[config.mk]
export PLATFORM = sky130hd
export DESIGN_NAME = crs_register_set
export DESIGN_NICKNAME = d
export VERILOG_FILES = /design/src/hdl/crs_pkg.sv /design/src/hdl/crs_register_set.sv
export SDC_FILE = /design/constraint.sdc
export NUM_CORES = 1
export LEC_CHECK = 0
export BUFFER_PORTS_ARGS = -buffer_cell sky130_fd_sc_hd__buf_2
export CAP_MARGIN = 20
export CELL_PAD_IN_SITES_DETAIL_PLACEMENT = 1
export CELL_PAD_IN_SITES_GLOBAL_PLACEMENT = 1
export CORE_UTILIZATION = 37
export CTS_CLUSTER_DIAMETER = 30
export DETAILED_ROUTE_END_ITERATION = 16
export HOLD_SLACK_MARGIN = 0.05
export PLACE_DENSITY_LB_ADDON = 0.15
export SYNTH_ARGS = -nofsm -noshare
export SYNTH_HDL_FRONTEND = slang
export SYNTH_SLANG_ARGS = --single-unit
[constraint.sdc]
create_clock -name clk_in -period 3.5 [get_ports clk_in]
set_input_delay 0.7 -clock clk_in [delete_from_list [all_inputs] [get_ports clk_in]]
set_output_delay 0.7 -clock clk_in [all_outputs]
set_load 0.05 [all_outputs]
[src/hdl/crs_pkg.sv]
// constants and types shared by the cpu register set and condition code logic
// Notes on behaviour
// RULE_01: program counter is a 16-bit register holding the current instruction location.
// RULE_02: accumulator is 16 bits; byte operations use only its low byte.
// RULE_03: 16-bit second operand register feeds arithmetic with the accumulator.
// RULE_04: 16-bit index register modifies effective addresses in indexed addressing.
// RULE_05: 16-bit extra pointer register directly designates a memory address.
// RULE_06: 16-bit stack pointer designates the current stack location.
// RULE_07: status word: upper byte bank pointer, lower byte condition codes.
// RULE_08: half-carry set on carry or borrow between bits 3 and 4.
// RULE_09: interrupt enable 1 permits, 0 blocks; reset clears it.
// RULE_10: two-bit level mask admits only higher priority; value 3 admits none. The code admits levels below the mask: 3 admits 0 to 2, 0 admits none.
// RULE_11: negative flag copies the result's most significant bit.
// RULE_12: zero flag set for a zero result, cleared otherwise.
// RULE_13: overflow flag set on two's complement overflow, cleared otherwise.
// RULE_14: carry flag set on carry or borrow out of bit 7.
// RULE_15: shifts load the carry flag with the shifted-out bit.
// RULE_16: general registers are bytes in data memory, eight per bank.
// RULE_17: usable banks depend on ram size: 16 small, 32 large.
// RULE_18: bank pointer selects the bank and converts to its memory address.
// RULE_19: one 64 KB space: I/O lowest, data directly above.
// RULE_20: program area at the top; reset and interrupt vectors fetched there.
// RULE_21: bank base is bank number times eight plus a ram base.
// RULE_22: unaffected flags hold; all flags writable together via the status word.
package crs_pkg;

    // register select codes, shared by datapath and bus; byte offset is code times four
    localparam logic [2:0]  CRS_SEL_PC      = 3'h0;
    localparam logic [2:0]  CRS_SEL_ACC     = 3'h1;
    localparam logic [2:0]  CRS_SEL_TMP     = 3'h2;
    localparam logic [2:0]  CRS_SEL_IX      = 3'h3;
    localparam logic [2:0]  CRS_SEL_EP      = 3'h4;
    localparam logic [2:0]  CRS_SEL_SP      = 3'h5;
    localparam logic [2:0]  CRS_SEL_PSW     = 3'h6;
    localparam logic [2:0]  CRS_SEL_STATUS  = 3'h7;
    localparam int          CRS_NUM_REGS    = 7;

    // bus byte offsets
    localparam logic [31:0] CRS_OFF_PC      = 32'h0000_0000;
    localparam logic [31:0] CRS_OFF_STATUS  = 32'h0000_001C;

    // condition code bit positions inside the low byte of the status word
    localparam int          CRS_BIT_C       = 0;
    localparam int          CRS_BIT_V       = 1;
    localparam int          CRS_BIT_Z       = 2;
    localparam int          CRS_BIT_N       = 3;
    localparam int          CRS_BIT_IL0     = 4;
    localparam int          CRS_BIT_IL1     = 5;
    localparam int          CRS_BIT_I       = 6;
    localparam int          CRS_BIT_H       = 7;

    // flag update mask positions
    localparam int          CRS_FWE_C       = 0;
    localparam int          CRS_FWE_V       = 1;
    localparam int          CRS_FWE_Z       = 2;
    localparam int          CRS_FWE_N       = 3;
    localparam int          CRS_FWE_H       = 4;

    // reset values
    localparam logic [15:0] CRS_RST_REG     = 16'h0000;
    localparam logic [15:0] CRS_RST_PSW     = 16'h0030;
    localparam logic [31:0] CRS_RST_RDATA   = 32'h0000_0000;

    // memory map
    localparam logic [15:0] CRS_IO_TOP      = 16'h007F;
    localparam logic [15:0] CRS_DATA_TOP    = 16'h027F;
    localparam logic [15:0] CRS_PROG_BASE   = 16'hC000;
    localparam logic [15:0] CRS_RAM_BASE    = 16'h0100;
    localparam logic [15:0] CRS_RESET_VEC   = 16'hFFFE;
    localparam logic [15:0] CRS_IRQ_VEC     = 16'hFFF8;

    // register banks
    localparam int          CRS_BANK_REGS   = 8;
    localparam logic [4:0]  CRS_BANKS_SMALL = 5'h0F;
    localparam logic [4:0]  CRS_BANKS_LARGE = 5'h1F;

    typedef enum logic [2:0] {
        CRS_ALU_NONE,
        CRS_ALU_ADD,
        CRS_ALU_SUB,
        CRS_ALU_SHL,
        CRS_ALU_SHR
    } crs_alu_op_t;

    typedef enum logic [1:0] {
        CRS_AREA_IO,
        CRS_AREA_DATA,
        CRS_AREA_PROG,
        CRS_AREA_GAP
    } crs_area_t;

endpackage : crs_pkg

[src/hdl/crs_register_set.sv]
// cpu dedicated registers, condition codes and an ahb-lite register window
`timescale 1ns/1ps
module crs_register_set
    import crs_pkg::*;
(
    // clock and reset
    input  wire logic               clk_in,
    input  wire logic               reset_n_in,
    // ahb-lite slave
    input  wire logic               hsel_in,
    input  wire logic [31:0]        haddr_in,
    input  wire logic [1:0]         htrans_in,
    input  wire logic               hwrite_in,
    input  wire logic [2:0]         hsize_in,
    input  wire logic [31:0]        hwdata_in,
    input  wire logic               hready_in,
    output logic      [31:0]        hrdata_out,
    output logic                    hreadyout_out,
    output logic                    hresp_out,
    // datapath register write
    input  wire logic               dp_wr_en_in,
    input  wire logic [2:0]         dp_wr_sel_in,
    input  wire logic               dp_wr_byte_in,
    input  wire logic [15:0]        dp_wr_data_in,
    // datapath arithmetic
    input  wire crs_alu_op_t        alu_op_in,
    input  wire logic               alu_carry_in_in,
    input  wire logic [4:0]         alu_flag_we_in,
    // interrupt request
    input  wire logic               irq_valid_in,
    input  wire logic [1:0]         irq_level_in,
    // memory and bank addressing
    input  wire logic [15:0]        mem_addr_in,
    input  wire logic [2:0]         gpr_index_in,
    input  wire logic               ram_large_in,
    // register contents
    output logic      [15:0]        program_counter_out,
    output logic      [15:0]        sum_word_out,
    output logic      [15:0]        second_operand_out,
    output logic      [15:0]        index_register_out,
    output logic      [15:0]        extra_pointer_out,
    output logic      [15:0]        stack_pointer_out,
    output logic      [15:0]        program_status_word_out,
    // derived state
    output logic                    irq_accept_out,
    output logic      [15:0]        gpr_addr_out,
    output crs_area_t               mem_area_out,
    output logic      [15:0]        vector_addr_out
);

    // returns {valid, select} for a bus byte address
    function automatic logic [3:0] crs_decode(input logic [31:0] addr);
        logic ok;
        ok = (addr[31:5] == 27'h000_0000) && (addr[1:0] == 2'h0);
        crs_decode = {ok, addr[4:2]};
    endfunction : crs_decode

    logic [15:0]    regs [0:CRS_NUM_REGS-1];
    logic [15:0]    next_reg [0:CRS_NUM_REGS-1];
    logic           wr_pend;
    logic [2:0]     wr_sel;

    // ---------------- bus slave ----------------
    wire            bus_take    = hsel_in && htrans_in[1] && hready_in;
    wire  [3:0]     dec_now     = crs_decode(haddr_in);
    wire            size_word   = (hsize_in == 3'h2);
    wire            dec_reg     = dec_now[3] && (dec_now[2:0] != CRS_SEL_STATUS);
    wire            take_write  = bus_take && hwrite_in && size_word && dec_reg;
    wire            take_read   = bus_take && !hwrite_in;
    wire  [2:0]     rd_sel      = dec_now[2:0];
    wire  [15:0]    rd_reg      = regs[rd_sel];
    wire  [31:0]    status_word = {gpr_addr_out, 13'h0000, irq_accept_out, mem_area_out};
    wire  [31:0]    read_word   = !dec_now[3] ? CRS_RST_RDATA
                                : (rd_sel == CRS_SEL_STATUS) ? status_word
                                : {16'h0000, rd_reg};

    // zero wait states; read data sampled at the address phase, so a read
    // issued while a write's data phase is still open would see the old value
    always_ff @(posedge clk_in)
    begin
        if (!reset_n_in)
        begin
            wr_pend <= 1'b0;
            wr_sel  <= CRS_SEL_PC;
        end
        else if (hready_in)
        begin
            wr_pend <= take_write;
            wr_sel  <= dec_now[2:0];
        end
    end

    always_ff @(posedge clk_in)
    begin
        if (!reset_n_in)
        begin
            hrdata_out <= CRS_RST_RDATA;
        end
        else if (take_read)
        begin
            hrdata_out <= read_word;
        end
    end

    // never stalls and never errors, so both keep their reset level
    always_ff @(posedge clk_in)
    begin
        if (!reset_n_in)
        begin
            hreadyout_out <= 1'b1;
            hresp_out     <= 1'b0;
        end
    end

    // ---------------- arithmetic and flags ----------------
    wire  [15:0]    psw         = regs[CRS_SEL_PSW];
    wire  [7:0]     op_a        = regs[CRS_SEL_ACC][7:0];   // RULE_02
    wire  [7:0]     op_b        = regs[CRS_SEL_TMP][7:0];   // RULE_03
    wire            carry_old   = psw[CRS_BIT_C];
    wire            cin         = alu_carry_in_in && carry_old;
    wire            is_add      = (alu_op_in == CRS_ALU_ADD);
    wire            is_sub      = (alu_op_in == CRS_ALU_SUB);
    wire            is_shl      = (alu_op_in == CRS_ALU_SHL);
    wire            is_shr      = (alu_op_in == CRS_ALU_SHR);
    wire            alu_active  = is_add || is_sub || is_shl || is_shr;
    wire  [8:0]     add_full    = {1'b0, op_a} + {1'b0, op_b} + {8'h00, cin};
    wire  [8:0]     sub_full    = {1'b0, op_a} - {1'b0, op_b} - {8'h00, cin};
    wire  [4:0]     add_low     = {1'b0, op_a[3:0]} + {1'b0, op_b[3:0]} + {4'h0, cin};
    wire  [4:0]     sub_low     = {1'b0, op_a[3:0]} - {1'b0, op_b[3:0]} - {4'h0, cin};

    // shifts rotate through the carry so multi-byte shifts chain
    wire  [7:0]     alu_res     = is_add ? add_full[7:0]
                                : is_sub ? sub_full[7:0]
                                : is_shl ? {op_a[6:0], carry_old}
                                : {carry_old, op_a[7:1]};
    wire            c_new       = is_add ? add_full[8]      // RULE_14
                                : is_sub ? sub_full[8]
                                : is_shl ? op_a[7]          // RULE_15
                                : op_a[0];
    wire            h_new       = is_add ? add_low[4]       // RULE_08
                                : is_sub ? sub_low[4]
                                : psw[CRS_BIT_H];
    wire            v_add       = (op_a[7] == op_b[7]) && (alu_res[7] != op_a[7]);
    wire            v_sub       = (op_a[7] != op_b[7]) && (alu_res[7] != op_a[7]);
    wire            v_new       = is_add ? v_add            // RULE_13
                                : is_sub ? v_sub
                                : psw[CRS_BIT_V];
    wire            n_new       = alu_res[7];               // RULE_11
    wire            z_new       = (alu_res == 8'h00);       // RULE_12

    // flags outside the update mask keep their value
    wire  [7:0]     ccr_alu     = {                         // RULE_22
        alu_flag_we_in[CRS_FWE_H] ? h_new : psw[CRS_BIT_H],
        psw[CRS_BIT_I],
        psw[CRS_BIT_IL1],
        psw[CRS_BIT_IL0],
        alu_flag_we_in[CRS_FWE_N] ? n_new : psw[CRS_BIT_N],
        alu_flag_we_in[CRS_FWE_Z] ? z_new : psw[CRS_BIT_Z],
        alu_flag_we_in[CRS_FWE_V] ? v_new : psw[CRS_BIT_V],
        alu_flag_we_in[CRS_FWE_C] ? c_new : psw[CRS_BIT_C]
    };

    // ---------------- register update ----------------
    // datapath write beats arithmetic, which beats a bus write
    genvar gi;
    generate
        for (gi = 0; gi < CRS_NUM_REGS; gi++)
        begin : g_reg
            wire         dp_hit  = dp_wr_en_in && (dp_wr_sel_in == 3'(gi));
            wire         bus_hit = wr_pend && (wr_sel == 3'(gi));
            wire  [15:0] dp_val  = dp_wr_byte_in ? {regs[gi][15:8], dp_wr_data_in[7:0]}
                                                 : dp_wr_data_in;  // RULE_02
            wire  [15:0] alu_val;
            wire         alu_hit;
            if (gi == CRS_SEL_ACC)
            begin : g_acc
                assign alu_val = {regs[gi][15:8], alu_res};          // RULE_02
                assign alu_hit = alu_active;
            end
            else if (gi == CRS_SEL_PSW)
            begin : g_psw
                assign alu_val = {regs[gi][15:8], ccr_alu};          // RULE_07
                assign alu_hit = alu_active;
            end
            else
            begin : g_plain
                assign alu_val = regs[gi];
                assign alu_hit = 1'b0;
            end
            assign next_reg[gi] = dp_hit  ? dp_val
                                : alu_hit ? alu_val
                                : bus_hit ? hwdata_in[15:0]        // RULE_22
                                : regs[gi];

            always_ff @(posedge clk_in)
            begin
                if (!reset_n_in)
                begin
                    regs[gi] <= (gi == CRS_SEL_PSW) ? CRS_RST_PSW : CRS_RST_REG; // RULE_09
                end
                else
                begin
                    regs[gi] <= next_reg[gi];
                end
            end
        end
    endgenerate

    assign program_counter_out     = regs[CRS_SEL_PC];    // RULE_01
    assign sum_word_out            = regs[CRS_SEL_ACC];
    assign second_operand_out      = regs[CRS_SEL_TMP];   // RULE_03
    assign index_register_out      = regs[CRS_SEL_IX];    // RULE_04
    assign extra_pointer_out       = regs[CRS_SEL_EP];    // RULE_05
    assign stack_pointer_out       = regs[CRS_SEL_SP];    // RULE_06
    assign program_status_word_out = regs[CRS_SEL_PSW];   // RULE_07

    // ---------------- interrupt gate, banks, map ----------------
    wire  [1:0]     il_mask     = {psw[CRS_BIT_IL1], psw[CRS_BIT_IL0]};
    wire            next_accept = irq_valid_in && psw[CRS_BIT_I]  // RULE_09
                                && (irq_level_in < il_mask);      // RULE_10

    // bank number wraps at the usable bank count of the ram size
    wire  [4:0]     bank_mask   = ram_large_in ? CRS_BANKS_LARGE : CRS_BANKS_SMALL; // RULE_17
    wire  [4:0]     bank_num    = psw[12:8] & bank_mask;                            // RULE_18
    wire  [15:0]    next_gpr    = CRS_RAM_BASE                                      // RULE_21
                                + {8'h00, bank_num, 3'h0}                           // RULE_16
                                + {13'h0000, gpr_index_in};

    crs_area_t next_area;
    assign next_area = (mem_addr_in <= CRS_IO_TOP)    ? CRS_AREA_IO     // RULE_19
                     : (mem_addr_in <= CRS_DATA_TOP)  ? CRS_AREA_DATA
                     : (mem_addr_in >= CRS_PROG_BASE) ? CRS_AREA_PROG   // RULE_20
                     : CRS_AREA_GAP;

    // vectors at the top of program space; accepted level picks its slot
    wire  [15:0]    next_vector = next_accept ? (CRS_IRQ_VEC + {13'h0000, irq_level_in, 1'b0})
                                : vector_addr_out;                      // RULE_20

    always_ff @(posedge clk_in)
    begin
        if (!reset_n_in)
        begin
            irq_accept_out <= 1'b0;
        end
        else
        begin
            irq_accept_out <= next_accept;
        end
    end

    always_ff @(posedge clk_in)
    begin
        if (!reset_n_in)
        begin
            gpr_addr_out <= CRS_RAM_BASE;
        end
        else
        begin
            gpr_addr_out <= next_gpr;
        end
    end

    always_ff @(posedge clk_in)
    begin
        if (!reset_n_in)
        begin
            mem_area_out <= CRS_AREA_IO;
        end
        else
        begin
            mem_area_out <= next_area;
        end
    end

    // holds the last accepted slot so a late reader still finds it
    always_ff @(posedge clk_in)
    begin
        if (!reset_n_in)
        begin
            vector_addr_out <= CRS_RESET_VEC;
        end
        else
        begin
            vector_addr_out <= next_vector;
        end
    end

endmodule : crs_register_set

-- Word-level counts from Yosys, hierarchy flattened
Memories as Yosys holds them, arrays and structs flattened.
Index checks and enable logic that the tools add are counted.
- register bits: 71
- memory bits (writable): 112
- input bits: 127
- output and inout port bits: 181
- logic and storage cells: 196
- memories kept: 1
- add/sub/neg operators: 11
- $lt $le $gt $ge: 4
- eq/ne operators: 45
- muxes and demuxes: 59
- bitwise operators: 16
- reduce and logical (&&, ||, !) cells: 52
- memory list (name ; words ; bits a word ; rd ports ; clocked after Yosys merged registers in ; write ports ; line ; RTL):
    regs ; 7 ; 16 ; 8 ; 0 ; 7 ; crs_register_set.sv:58 ; logic [15:0] regs [0:CRS_NUM_REGS-1];
- operators by type and width (operator ; count):
    $mux W16 ; 23
    $mux W8 ; 17
    $mux W32 ; 2
    $ne A2 B2 Y1 const B ; 19
    $logic_and A1 B1 Y1 ; 27
    $logic_not A27 Y1 ; 1
    $eq A3 B3 Y1 const B ; 8
    $eq A3 B2 Y1 const B ; 7
    $ge A16 B16 Y1 const B ; 1
    $le A16 B10 Y1 const B ; 1
    $le A16 B7 Y1 const B ; 1
    $mux W1 ; 16
    $ne A3 B3 Y1 const B ; 5
    $reduce_and A3 Y1 ; 5
    $or A1 B1 Y1 ; 14
    $reduce_and A2 Y1 ; 7
    $add A10 B3 Y11 ; 1
    $add A9 B8 Y10 const A ; 1
    $add A8 B8 Y9 ; 1
    $add A9 B1 Y9 ; 1
    $eq A3 B1 Y1 const B ; 3
    $sub A8 B8 Y9 ; 1
    $sub A9 B1 Y9 ; 1
    $logic_not A8 Y1 ; 1
    other kinds (18) ; 23

-- Logic depth before layout (Yosys ltp)
An unclocked memory read counts as a cell.
- word-level depth: 13
- mapped depth: 11
- depth with buffers taken out: 11

-- Least setup slack after synthesis
OpenSTA, ideal clock, no wires.
- kind: flip-flop to flip-flop
- from: memory regs[6][0]
- to: memory regs[1][4]
- library setup time: 0.066 ns
- arrival: 2.876 ns
- slack: 0.558 ns
- cell stages (with the launch flop): 12
- path buffers: 0
- path through: dfxtp_1 -> nand2_1 -> fa_1 -> inv_1 -> fa_1 -> a21boi_0 -> or4_1 -> and3_1 -> a211o_1 -> a21oi_1 -> a221oi_1 -> nor2_1
- RTL lines (element ; line):
    start: declaration ; crs_register_set.sv:58

==> results by group <==
Detailed routing
  • WL per Instance: 22.27 microns
  • DR vias: 9,203
  • Routed Antenna Nets: 0
  • Via-to-Cell Ratio: 5.571
  • Routed WL: 36.79 mm
  • DRC: 0
  • DR iter-0 viols: 597
  • DRT Pass-1 Iters: 5

Timing
  • RSZ-0062 raised after global routing: false
  • Final hold violation count: 0
  • Fin. max-slew vios: 0
  • Minimum clock period: 3021 ps
  • # setup viols final: 0
  • Slew @ Worst Pin: 960.6 ps
  • Rel. slew slack: 0.3596
  • Final worst path period share: 0.8633
  • FMAX: 0.3310 GHz
  • Setup TNS: 0 ps
  • Clock Skew: 16.19 ps

Synthesis
  • Largest family of logic cells by synthesized area: compound AO/OA/AOI/OAI gates
  • Xor/xnor share of the synthesized area: 0.008548
  • Synth Area in Compound Gates: 0.2102
  • Avg Inst Size Synth: 8.522 sq um
  • Mapped cell area: 9221 sq um
  • Area leader, netlist: dfxtp_1
  • Yosys synthesis warning count: 0
  • Synth top area share: 0.3343
  • Async set or reset register ratio after synthesis: 0
  • Post-synthesis adder-cell area fraction: 0.03853
  • Top cells by area, synth: dfxtp_1 33%, mux2i_1 13%, a211oi_1 8.1%, nor2_1 7.4%, mux4_2 3.9%
  • Sequential-to-total area share from yosys stat: 0.3343
  • Yosys reg bits: 154
  • Predominant post-synthesis flop cell: dfxtp_1
  • Synth Area in Simple Gates: 0.1615
  • Mux contribution to synthesized area: 0.1682
  • Distinct cells, synth: 75
  • Post-Synthesis Cells: 1,082
  • Post-synth EDFFs: 0

Critical path
  • CP Launch Type: flop
  • Crit-path max FO: 6
  • Critical path data arrival time: 3380 ps
  • WS Path Type: flop to flop
  • Worst EP required: 3860 ps
  • Critical Path End Type: flop

Pwr
  • Clock share of power: 0.383
  • LEAKAGE: 0.004973 uW
  • Combinational share of power: 0.237
  • Pwr/cell area: 433.8 nW/um^2
  • Seq pwr share: 0.380
  • Peak supply drop: ~0.00025 V
  • Switching share of total power: 0.3508
  • Final Power: 4920 uW
  • NetSw: 1726 uW
  • Internal power: 3194 uW

CTS
  • CTS tree: yes
  • CTS buffer count: 17
  • Clock transition at path regs: 80 ps
  • Hold_buf cts: 0
  • Clock Path Buffers: 2
  • Clk root buf: clkbuf_16
  • CTS sink count: ~150
  • CTS H-tree depth: 4
  • # Post-CTS Setup Buffers: 0
  • CTS resizes: 0
  • Clock Latency Late Sink: 450 ps

Floorplan
  • Initial Utilization: 0.3781
  • Row Count: 57
  • IO Pins: 308
  • Die H: 159.9 microns
  • Area of the die: around 26,000 sq um
  • Core ar.: 24,390 sq um
  • Die Wd: roughly 160 microns

Flow run
  • Max_cap viols: 0

Global route
  • Largest net degree at the start of global routing: between 80 and 90
  • Initial antenna violation count: 5
  • Vias in the first global route: 8,853
  • Total Routing Usage GR: 0.2848
  • Grt ovf: 0
  • Global-route wire length before repair: 54.98 mm

Place
  • # port buffers: 252
  • Gp weighted congestion: 0.9251
  • Post-DP HPWL: 27.84 mm

Outcome
  • Status: finished, final reports clean

Min path
  • Min-Delay Path Class: primary input to flop

Cells and area
  • Most frequent cells in the layout: 252 x buf_2, 182 x nor2_1, 154 x dfxtp_1
  • Share of post-route cells with drive strength above 1: 0.2734
  • Fin nets: ~1,500
  • Commonest non-fill, non-tap cell in the layout: buf_2
  • Layout Area Growth over Synthesis: 22.99%
## metal layers
metal,routed length [microns],share of wire,track usage
met5,13,0.00035,0
met1,16480,0.45,0.3850
met4,826,0.022,0.09177
met2,16660,0.45,0.4549
met3,2812,0.076,0.05610
## flip-flops by register name, indices dropped and copies added, names as in the netlist
register / count
regs: 112
irq_accept_out: 1
mem_area_out: 2
vector_addr_out: 2
gpr_addr_out: 8
wr_sel: 3
hrdata_out: 25
wr_pend: 1
## cells by family (layout without fill, tap and decap cells)
group	count (synthesis)	count (layout)
buf+inv	145	358
simple gates	330	330
other cells	2	35
flops	154	154
compound gates	281	281
fa+ha+maj	26	26
xor+xnor	9	9
mux	135	135
## synth_stat cells (8+ instances only)
| library cell | number |
|---|---|
| nor4_1 | 9 |
| xnor2_1 | 8 |
| nand2b_1 | 8 |
| mux4_2 | 16 |
| a21oi_1 | 53 |
| buf_2 | 22 |
| a22oi_1 | 9 |
| nand3_1 | 12 |
| buf_4 | 39 |
| o21ai_0 | 41 |
| dfxtp_1 | 154 |
| clkbuf_1 | 45 |
| a211oi_1 | 100 |
| inv_1 | 33 |
| nor2_1 | 182 |
| nand2_1 | 61 |
| mux2i_1 | 119 |
| and2_1 | 12 |
| ha_1 | 22 |
| o211ai_1 | 20 |
## critical path, cell delays in order (launching register included)
cell and delay, ps:
dfxtp_1 450, inv_1 150, fa_1 490, fa_1 420, o21bai_1 160, a21oi_1 160, o31ai_1 340, xnor2_1 140
a21oi_1 330, o211ai_1 130, a21oi_1 170
## stage by stage
stage | hold slack (ps) | setup slack [ps] | cell area [sq um] | utilization | std cells
CTS | 447.3 | 479.9 | 11330 | 0.4646 | 1648
finish | 456.7 | 478.6 | 11340 | 0.4650 | 1652
global placement | 455.7 | 212.8 | 10740 | 0.4404 | 1616
global route | 461.9 | 281.9 | 11340 | 0.4650 | 1652
floorplan | 478.0 | 557.6 | 9330 | - | 1111
detailed placement | 466.9 | 190.4 | 10740 | 0.4404 | 1616
## worst paths after layout
| kind | from | to | slack [ps] | cells after the start |
|---|---|---|---|---|
| setup / recovery | regs[1][0] | regs[1][6] | 480 | 10 |
| hold / removal | gpr_index_in[1] | gpr_addr_out[1] | 460 | 2 |
| setup reg to reg | regs[1][0] | regs[1][6] | 480 | 10 |
| hold reg to reg | hrdata_out[9] | hrdata_out[9] | 480 | 2 |
## power by group through the flow
stage          Sequential, uW  Combinational (uW)  Clock [uW]
6_report                 1870                1170        1890
5_1_grt                  1870                1240        1990
4_1_cts                  1870                1150        1910
3_5_place_dp             1910                1150           0
3_3_place_gp             1910                1130           0
2_1_floorplan            2090                 603           0
## area by class of cell
| type | instances | area [sq um] |
|---|---|---|
| diodes | 4 | 10.01 |
| well taps | 324 | 405.4 |
| inverters | 35 | 133.9 |
| repair buffers | 291 | 1567 |
| multi-input cells | 812 | 5554 |
| flip-flops and latches | 154 | 3083 |
| fillers | 3025 | 13050 |
| clock buffers | 18 | 439.2 |
| clock inverters | 14 | 148.9 |
Power figures use the tool's default switching activity.
